$ cat src/pvcs_pkg.sv
// package of register offsets, field layouts, reset values and timing counts for the pll sequencer
package pvcs_pkg;
    // ------------------------------------------------------------
    // register offsets (8-bit configuration port addresses)
    // ------------------------------------------------------------
    localparam logic [7:0] PLL_HOLD_RESET_ADDR = 8'h5c;
    localparam logic [7:0] OSC_TUNE_CONTROL_ADDR = 8'h5d;
    localparam logic [7:0] OSC_TUNE_STATUS_ADDR = 8'h5e;
    localparam logic [7:0] CONVERTER_CAL_RUN_ADDR = 8'h61;
    localparam logic [7:0] OSC_FREQ_TRIM_ADDR = 8'h59;
    // ------------------------------------------------------------
    // reset values
    // ------------------------------------------------------------
    localparam logic [7:0] PLL_HOLD_RESET_RST = 8'h00;
    localparam logic [7:0] OSC_TUNE_CONTROL_RST = 8'h40;
    localparam logic [7:0] CONVERTER_CAL_RUN_RST = 8'h01;
    localparam logic [6:0] OSC_FREQ_TRIM_RST = 7'h00;
    // ------------------------------------------------------------
    // field positions
    // ------------------------------------------------------------
    localparam int PLL_HOLD_BIT = 0;
    localparam int TUNE_ENABLE_BIT = 0;
    localparam int SETTLE_LSB = 4;
    localparam int SETTLE_MSB = 6;
    localparam int TUNE_DONE_BIT = 0;
    localparam int CAL_RUN_BIT = 0;
    localparam int TRIM_MSB = 6;
    // ------------------------------------------------------------
    // timing: settle wait = (code + 1) * SETTLE_STEP_NS, counted at the core clock
    // ------------------------------------------------------------
    localparam int CLOCK_PERIOD_NS = 10;
    localparam int SETTLE_STEP_NS = 320;
    localparam int SETTLE_STEP_CYC_INT = (SETTLE_STEP_NS + CLOCK_PERIOD_NS - 1) / CLOCK_PERIOD_NS;
    localparam logic [11:0] SETTLE_STEP_CYC = 12'(SETTLE_STEP_CYC_INT);
    localparam logic [6:0] TRIM_MID = 7'h40;
    // ------------------------------------------------------------
    // tuning engine states
    // ------------------------------------------------------------
    typedef enum logic [2:0] {
        TUNE_IDLE,
        TUNE_HELD,
        TUNE_APPLY,
        TUNE_SETTLE,
        TUNE_JUDGE,
        TUNE_DONE
    } pvcs_tune_e;
endpackage : pvcs_pkg

$ cat src/pvcs_settle_timer.sv
// settle-wait timer for the oscillator tuning engine
`timescale 1ns/1ps
module pvcs_settle_timer
    import pvcs_pkg::*;
(
    input wire logic clock, // core clock
    input wire logic rst_n, // async reset, active low
    input wire logic start, // one-cycle pulse: begin a wait
    input wire logic [2:0] settleSel, // settle-select code
    output logic expired // one-cycle pulse when the wait ends
);
    logic [14:0] count_q;
    logic [14:0] count_d;
    logic expired_q;
    logic expired_d;

    // ------------------------------------------------------------
    // wait length grows linearly with the code, never zero
    // ------------------------------------------------------------
    always_comb begin
        count_d = count_q;
        expired_d = 1'b0;
        if (start) begin
            count_d = 15'({3'h0, settleSel} + 4'h1) * 15'(SETTLE_STEP_CYC); // RQ3 RQ18
        end else if (count_q != 15'h0000) begin
            count_d = count_q - 15'h0001;
            expired_d = (count_q == 15'h0001);
        end
    end

    // registers only
    always_ff @(posedge clock or negedge rst_n) begin
        if (!rst_n) begin
            count_q <= 15'h0000;
            expired_q <= 1'b0;
        end else begin
            count_q <= count_d;
            expired_q <= expired_d;
        end
    end

    assign expired = expired_q;
endmodule : pvcs_settle_timer

$ cat src/pvcs_sequencer.sv
// pll hold, oscillator tuning engine and converter calibration run control
// Summary of operation
// [RQ1] pll hold bit 0 at 0x5c, reset 0, holds pll and tuning engine in reset.
// [RQ2] software clears pll hold after programming dividers, bias and tuning control.
// [RQ3] settle-select bits 6:4, reset 4; larger code gives longer settle wait.
// [RQ4] tuning enable is bit 0; tuning control resets to 0x40.
// [RQ5] with tuning enabled, calibration starts when pll hold is written back to 0.
// [RQ6] the engine trims oscillator frequency automatically to centre it.
// [RQ7] software changes tuning control only while pll hold is 1.
// [RQ8] status bit 0 reads 1 when tuning done or skipped; bits 7:1 zero.
// [RQ9] software leaves the trim alone until the complete flag reads 1.
// [RQ10] calibration run bit 0 at 0x61, reset 1; 0 holds calibration in reset.
// [RQ11] clearing calibration run also resets core and serial link clock dividers.
// [RQ12] software clears calibration run before changing marked calibration registers.
// [RQ13] software sets calibration run before setting the serial link enable.
// [RQ14] software clears serial link enable before clearing calibration run.
// [RQ15] software writes reserved bits with their reset values.
// [RQ16] seven-bit trim at 0x59 bits 6:0, readable and writable for restore.
// [RQ17] complete flag reads 0 while held with tuning enabled and while running.
// [RQ18] settle wait counted in clock cycles, fixed cycles per code step.
`timescale 1ns/1ps
module pvcs_sequencer
    import pvcs_pkg::*;
(
    input wire logic clock, // core clock, 100 MHz
    input wire logic rst_n, // async reset, active low
    input wire logic cfgWrite, // configuration port write strobe
    input wire logic cfgRead, // configuration port read strobe
    input wire logic [7:0] cfgAddr, // configuration port address
    input wire logic [7:0] cfgWdata, // configuration port write data
    input wire logic oscAbove, // comparator: oscillator above target frequency
    output logic [7:0] cfgRdata, // read data, valid the cycle after cfgRead
    output logic pllReset, // holds the analog pll in reset
    output logic [6:0] oscFreqTrim, // trim code to the oscillator
    output logic tuneBusy, // tuning engine running
    output logic calReset, // holds converter calibration in reset
    output logic coreDivReset, // resets core clock divider
    output logic linkDivReset // resets serial link clock divider
);
    // ------------------------------------------------------------
    // register state
    // ------------------------------------------------------------
    // software-visible register fields
    logic pllHold_q;
    logic pllHold_d;
    logic [2:0] settleSel_q;
    logic [2:0] settleSel_d;
    logic tuneEnable_q;
    logic tuneEnable_d;
    logic calRun_q;
    logic calRun_d;
    logic [6:0] trim_q;
    logic [6:0] trim_d;
    // engine status and the registered read data
    logic done_q;
    logic done_d;
    logic [7:0] rdata_q;
    logic [7:0] rdata_d;
    // engine state and the trim bit under trial
    pvcs_tune_e state_q;
    pvcs_tune_e state_d;
    logic [2:0] bitIdx_q;
    logic [2:0] bitIdx_d;
    // engine to timer handshake and decoded events
    logic timerStart;
    logic timerExpired;
    logic holdRelease;
    logic engineActive;

    // a write that clears the hold bit while it was set starts the engine when tuning is enabled
    assign holdRelease = cfgWrite && (cfgAddr == PLL_HOLD_RESET_ADDR) && pllHold_q
        && !cfgWdata[PLL_HOLD_BIT]; // RQ5

    // the engine owns the trim from the first trial bit to the last judgement
    assign engineActive = (state_q == TUNE_APPLY) || (state_q == TUNE_SETTLE)
        || (state_q == TUNE_JUDGE);

    // ------------------------------------------------------------
    // register images as software sees them; reserved bits read zero
    // ------------------------------------------------------------
    logic [7:0] holdWord;
    logic [7:0] controlWord;
    logic [7:0] statusWord;
    logic [7:0] calRunWord;
    logic [7:0] trimWord;
    assign holdWord = {7'h00, pllHold_q};
    assign controlWord = {1'b0, settleSel_q, 3'h0, tuneEnable_q};
    assign statusWord = {7'h00, done_q}; // RQ8
    assign calRunWord = {7'h00, calRun_q};
    assign trimWord = {1'b0, trim_q}; // RQ16

    // ------------------------------------------------------------
    // register file: writes, trim ownership, read mux
    // ------------------------------------------------------------
    always_comb begin
        pllHold_d = pllHold_q;
        settleSel_d = settleSel_q;
        tuneEnable_d = tuneEnable_q;
        calRun_d = calRun_q;
        trim_d = trim_q;
        rdata_d = rdata_q;
        if (cfgWrite) begin
            case (cfgAddr)
                PLL_HOLD_RESET_ADDR: begin
                    pllHold_d = cfgWdata[PLL_HOLD_BIT]; // RQ1
                end
                OSC_TUNE_CONTROL_ADDR: begin
                    settleSel_d = cfgWdata[SETTLE_MSB:SETTLE_LSB]; // RQ3
                    tuneEnable_d = cfgWdata[TUNE_ENABLE_BIT]; // RQ4
                end
                CONVERTER_CAL_RUN_ADDR: begin
                    calRun_d = cfgWdata[CAL_RUN_BIT]; // RQ10
                end
                OSC_FREQ_TRIM_ADDR: begin
                    // the engine owns the trim while running; port writes lose then
                    if (!engineActive) begin
                        trim_d = cfgWdata[TRIM_MSB:0]; // RQ16
                    end
                end
                default: begin
                end
            endcase
        end
        // engine trim steps: successive approximation, msb first
        case (state_q)
            TUNE_APPLY: begin
                // trial bit set and bits below it cleared: a stale restored value
                // in the low bits would bias every judgement made above them
                trim_d = (trim_q & (7'h7f << bitIdx_q)) | (7'h01 << bitIdx_q); // RQ6
            end
            TUNE_JUDGE: begin
                // keep the trial bit only while the oscillator is not yet fast
                if (oscAbove) begin
                    trim_d = trim_q & ~(7'h01 << bitIdx_q); // RQ6
                end
            end
            default: begin
            end
        endcase
        // a read in the same cycle as a write returns the old value
        if (cfgRead) begin
            case (cfgAddr)
                PLL_HOLD_RESET_ADDR: rdata_d = holdWord;
                OSC_TUNE_CONTROL_ADDR: rdata_d = controlWord;
                OSC_TUNE_STATUS_ADDR: rdata_d = statusWord; // RQ8
                CONVERTER_CAL_RUN_ADDR: rdata_d = calRunWord;
                OSC_FREQ_TRIM_ADDR: rdata_d = trimWord; // RQ16
                default: rdata_d = 8'h00;
            endcase
        end
    end

    // ------------------------------------------------------------
    // tuning engine: idle, held, trim/settle/judge loop, done
    // ------------------------------------------------------------
    always_comb begin
        state_d = state_q;
        bitIdx_d = bitIdx_q;
        done_d = done_q;
        timerStart = 1'b0;
        case (state_q)
            TUNE_IDLE: begin
                done_d = 1'b1; // skipped counts as complete
                if (pllHold_q) begin
                    state_d = TUNE_HELD;
                end
            end
            TUNE_HELD: begin
                // a held engine with tuning on has not yet finished a new run
                done_d = !tuneEnable_q; // RQ17
                if (holdRelease) begin
                    if (tuneEnable_q) begin
                        state_d = TUNE_APPLY; // RQ5
                        bitIdx_d = 3'h6;
                        done_d = 1'b0; // RQ17
                    end else begin
                        state_d = TUNE_IDLE;
                        done_d = 1'b1; // RQ8
                    end
                end
            end
            TUNE_APPLY: begin
                timerStart = 1'b1;
                state_d = TUNE_SETTLE;
            end
            TUNE_SETTLE: begin
                // the comparator is trusted only once the pll has settled on the trial
                if (timerExpired) begin
                    state_d = TUNE_JUDGE; // RQ3
                end
            end
            TUNE_JUDGE: begin
                if (bitIdx_q == 3'h0) begin
                    state_d = TUNE_DONE;
                end else begin
                    bitIdx_d = bitIdx_q - 3'h1;
                    state_d = TUNE_APPLY;
                end
            end
            TUNE_DONE: begin
                // one cycle here so the complete flag rises as busy falls
                done_d = 1'b1; // RQ8
                state_d = TUNE_IDLE;
            end
            default: begin
                state_d = TUNE_IDLE;
            end
        endcase
        // re-asserting the hold aborts any run and clears completion when tuning is enabled
        if (pllHold_d && !pllHold_q) begin
            state_d = TUNE_HELD; // RQ1
            done_d = !tuneEnable_d; // RQ17
        end
    end

    // ------------------------------------------------------------
    // settle timer
    // ------------------------------------------------------------
    pvcs_settle_timer uTimer (
        .clock(clock),
        .rst_n(rst_n),
        .start(timerStart),
        .settleSel(settleSel_q),
        .expired(timerExpired)
    );

    // ------------------------------------------------------------
    // state registers only
    // ------------------------------------------------------------
    always_ff @(posedge clock or negedge rst_n) begin
        if (!rst_n) begin
            pllHold_q <= PLL_HOLD_RESET_RST[PLL_HOLD_BIT];
            settleSel_q <= OSC_TUNE_CONTROL_RST[SETTLE_MSB:SETTLE_LSB];
            tuneEnable_q <= OSC_TUNE_CONTROL_RST[TUNE_ENABLE_BIT];
            calRun_q <= CONVERTER_CAL_RUN_RST[CAL_RUN_BIT];
            trim_q <= OSC_FREQ_TRIM_RST;
            done_q <= 1'b0;
            rdata_q <= 8'h00;
            state_q <= TUNE_IDLE;
            bitIdx_q <= 3'h0;
        end else begin
            pllHold_q <= pllHold_d;
            settleSel_q <= settleSel_d;
            tuneEnable_q <= tuneEnable_d;
            calRun_q <= calRun_d;
            trim_q <= trim_d;
            done_q <= done_d;
            rdata_q <= rdata_d;
            state_q <= state_d;
            bitIdx_q <= bitIdx_d;
        end
    end

    // ------------------------------------------------------------
    // outputs straight from flip-flops (one-cycle lag on the resets is harmless)
    // ------------------------------------------------------------
    logic pllReset_q;
    logic pllReset_d;
    logic busy_q;
    logic busy_d;
    logic calReset_q;
    logic calReset_d;
    logic coreDiv_q;
    logic coreDiv_d;
    logic linkDiv_q;
    logic linkDiv_d;
    logic [6:0] trimOut_q;
    logic [6:0] trimOut_d;

    // next values of the output flops; all divider holds come from one bit
    // so the core and the link divider can never leave reset apart
    always_comb begin
        pllReset_d = pllHold_q; // RQ1
        busy_d = engineActive;
        calReset_d = !calRun_q; // RQ10
        coreDiv_d = !calRun_q; // RQ11
        linkDiv_d = !calRun_q; // RQ11
        trimOut_d = trim_q;
    end

    // output registers only
    always_ff @(posedge clock or negedge rst_n) begin
        if (!rst_n) begin
            pllReset_q <= 1'b0;
            busy_q <= 1'b0;
            calReset_q <= 1'b0;
            coreDiv_q <= 1'b0;
            linkDiv_q <= 1'b0;
            trimOut_q <= 7'h00;
        end else begin
            pllReset_q <= pllReset_d;
            busy_q <= busy_d;
            calReset_q <= calReset_d;
            coreDiv_q <= coreDiv_d;
            linkDiv_q <= linkDiv_d;
            trimOut_q <= trimOut_d;
        end
    end

    // ports come straight from the flops above
    assign cfgRdata = rdata_q;
    assign pllReset = pllReset_q;
    assign tuneBusy = busy_q;
    assign calReset = calReset_q;
    assign coreDivReset = coreDiv_q;
    assign linkDivReset = linkDiv_q;
    assign oscFreqTrim = trimOut_q;
endmodule : pvcs_sequencer

$ cat config.mk
export PLATFORM = sky130hd
export DESIGN_NAME = pvcs_sequencer
export DESIGN_NICKNAME = d
export VERILOG_FILES = /design/src/pvcs_pkg.sv /design/src/pvcs_settle_timer.sv /design/src/pvcs_sequencer.sv
export SDC_FILE = /design/constraint.sdc
export NUM_CORES = 1
export LEC_CHECK = 0
export ABC_CLOCK_PERIOD_IN_PS = 1530
export BUFFER_PORTS_ARGS = -buffer_cell sky130_fd_sc_hd__buf_2
export CAP_MARGIN = 20
export CORE_UTILIZATION = 52
export CTS_CLUSTER_DIAMETER = 50
export DETAILED_ROUTE_END_ITERATION = 10
export PLACE_DENSITY = 0.76
export SLEW_MARGIN = 20
export SYNTH_ARGS = -nofsm -noshare
export SYNTH_HDL_FRONTEND = slang
export SYNTH_SLANG_ARGS = --single-unit
$ cat constraint.sdc
create_clock -name clock -period 1.53 [get_ports clock]
set_input_delay 0.306 -clock clock [delete_from_list [all_inputs] [get_ports clock]]
set_output_delay 0.306 -clock clock [all_outputs]
set_load 0.03 [all_outputs]
==> reports/metrics.cfg <==
[clock_network]
cts_buffer_depth=2
cts.clk_slew.worst_paths_ps=90
clkLatencyLatePin_ps=300
cts.sinks=53
cts_tree=done
numCtsBuffers=5
cts-root-buf=clkbuf_8
htree_levels=2

[yosys]
synth_cells=292
synth_top_cell_area_share_pct=44.02
synth.net_count=321
syn-cell-area_sq_um=2899
synth_edf_count=0
synth.most_common_cell=dfrtp_1
yosys.cell_types.count=69
seq_area_frac_synth_pct=45.84
ys_seq_elements=53
async_reset_ff_share_pct=100.0
synth_warnings=0
yosys_most_used_dff=dfrtp_1
ys_top_cells_by_area=dfrtp_1 (44%), nand2_1 (3.5%), ha_1 (3.5%)
synth_area_leader_cell=dfrtp_1
synth_common_cells=dfrtp_1 (51), nand2_1 (27), a21oi_1 (17)
avgSynthCellArea_sq_um=9.928

[grt]
use_met2_pct=42.86
grt_use_met3_pct=4.048
grt_use_total_pct=24.53
grt_antenna_before_repair=0
gr-usage-met1_pct=31.32
grt-busiest-layer=met2
grt_max_degree=26
grt_pass1_vias=2478
grt_pass1_wl_um=11360
grt-ovfl-total=0

[routing]
dr.pass1.iters=4
drc_errors=0
drt-vias-per-instance=5.669
wl_um=6823
vias=2585
drtIter0Drc=191
postRouteAntennaNets=0
drt-wirelength-per-cell_um=14.96

[hold_path]
hp-class=in2reg

[worst_setup_path]
worst-path-max-fanout=7
worstPathRequired_ps=1720
critical_path_class=reg2reg
startpoint_type=flip-flop
arrival_ps=1850
endpoint_kind=flip-flop

[sta]
fin_skew_ps=2.934
setup_viol=19
setup_tns_ps=-1278
final_hold_viol_count=0
rsz0062_at_grt=yes
timing.final.crit_share_pct=108.0
fmax_ghz=0.6053
finalWorstSetupSlack_ps=-122.1
hold_slack_ps=229.0
slew_violations=0
period_needed_ps=1652

[final_layout]
area_growth_pct=31.64
antenna_cells=0
multi_input_area_sq_um=1524
layout.nets=414
fillers=388
regArea_sq_um=1333
drive_above_1_share_pct=37.82
fin_area_sq_um=3816

[status]
violations=setup timing
status=complete, but fails checks

[floorplanning]
rows=26
io_pins=41
die_area_sq_um=5878
die_x_um=76.67
core-area_sq_um=5238
dieHeight_um=76.67
start_util_pct=55.35

[placement]
place_hpwl_um=5024
dpl-instance-area_sq_um=3575
gp_congestion=0.8308
io_buffers=38

[power_and_ir_drop]
total_leakage_power_nw=1.729
peakVddDrop_v=0.0005709
powerDensity_nw_per_um2=1084

[job]
maxCapViolCount=0

## final timing paths
kind / slack (ps) / cells after the start / to / startpoint
worst min register to register: 460 / 0 / oscFreqTrim[5] / trimOut_d[5]
worst max-delay path: -120 / 5 / trimOut_d[1] / state_q[1]
worst max register to register: -120 / 5 / trimOut_d[1] / state_q[1]
max in group asynchronous: 530 / 3 / settleSel_q[2] / rst_n
min in group asynchronous: 460 / 2 / pllHold_q / rst_n
worst min-delay path: 230 / 2 / trimOut_d[2] / cfgWdata[2]
## report_power, final
group | total, mW | internal (mW) | switching (mW)
logic | 1.57 | 0.826 | 0.742
registers | 1.78 | 1.60 | 0.182
clock network | 0.783 | 0.321 | 0.462
total | 4.13 | 2.75 | 1.39
## worst max-delay path: stages, from the launching register on
cell and delay [ps]:
dfrtp_2 460, buf_6 130, and4bb_1 320, nor2_2 60, o31a_1 220, a221o_1 340
## cell families after synthesis
logic type / after synthesis / share of synthesized area, %
and+or+nand+nor: 112 / 23.09
AOI/OAI and AO/OA: 72 / 17.65
DFF: 53 / 45.83
buffers and inverters: 33 / 5.222
muxes: 11 / 4.014
adders and majority gates: 8 / 3.453
xor gates and xnor gates: 2 / 0.6043
other: 1 / 0.1294
## layer usage
metal / vias to the layer above / routed length (um)
met1: 1229 / 3059
met5: - / 0
met2: 78 / 3359
met4: 0 / 72
met3: 9 / 332
li1: 1269 / -
## what timing repair did
action                                 CTS  global route
hold buffers                             1             0
setup endpoints to repair               20            23
buffers inserted                         4             1
gates resized for setup                 17             9
pin swaps                                5             6
endpoints found under the hold margin   13             0
## cell usage in the layout, fill, tap and decap left out, drive strengths merged, types with 3 or more instances in the layout
cell type,instances
a21oi,17
a221o,5
a22oi,4
a31oi,3
and2,3
and3,3
buf,102
clkbuf,5
clkinvlp,3
dfrtp,51
ha,8
inv,16
mux2,5
mux2i,6
nand2,27
nand2b,9
nand3,15
nand4b,3
nor2,15
nor2b,4
nor3,5
nor3b,4
nor4,5
nor4b,3
o21ai,14
o32ai,3
or3,3
or4,3
## through the flow
stage	util [%]	cells	power [mW]	worst slack (ps)
final	72.86	456	4.135	-122.1
after global routing	72.86	456	4.368	-175.6
after CTS	72.00	455	4.102	-77.82
after detailed placement	68.25	442	3.162	-147.8
after global placement	68.25	442	3.101	-110.8
after floorplan	-	292	2.548	-60.45
## registers in the layout (all words and copies together) (netlist names), 3 cells and up
name            count
oscFreqTrim         7
uTimer.count_q     15
cfgRdata            7
settleSel_q         3
trimOut_d           7
bitIdx_q            3
state_q             3
## final cells by class
cell class	count	area share, %
inverters	16	1.574
clock buffers	5	1.803
flip-flops and latches	53	34.92
multi-input cells	206	39.93
repair buffers	103	18.89
clock inverters	3	0.5902
well taps	70	2.295
(Power assumes the default switching activity.)
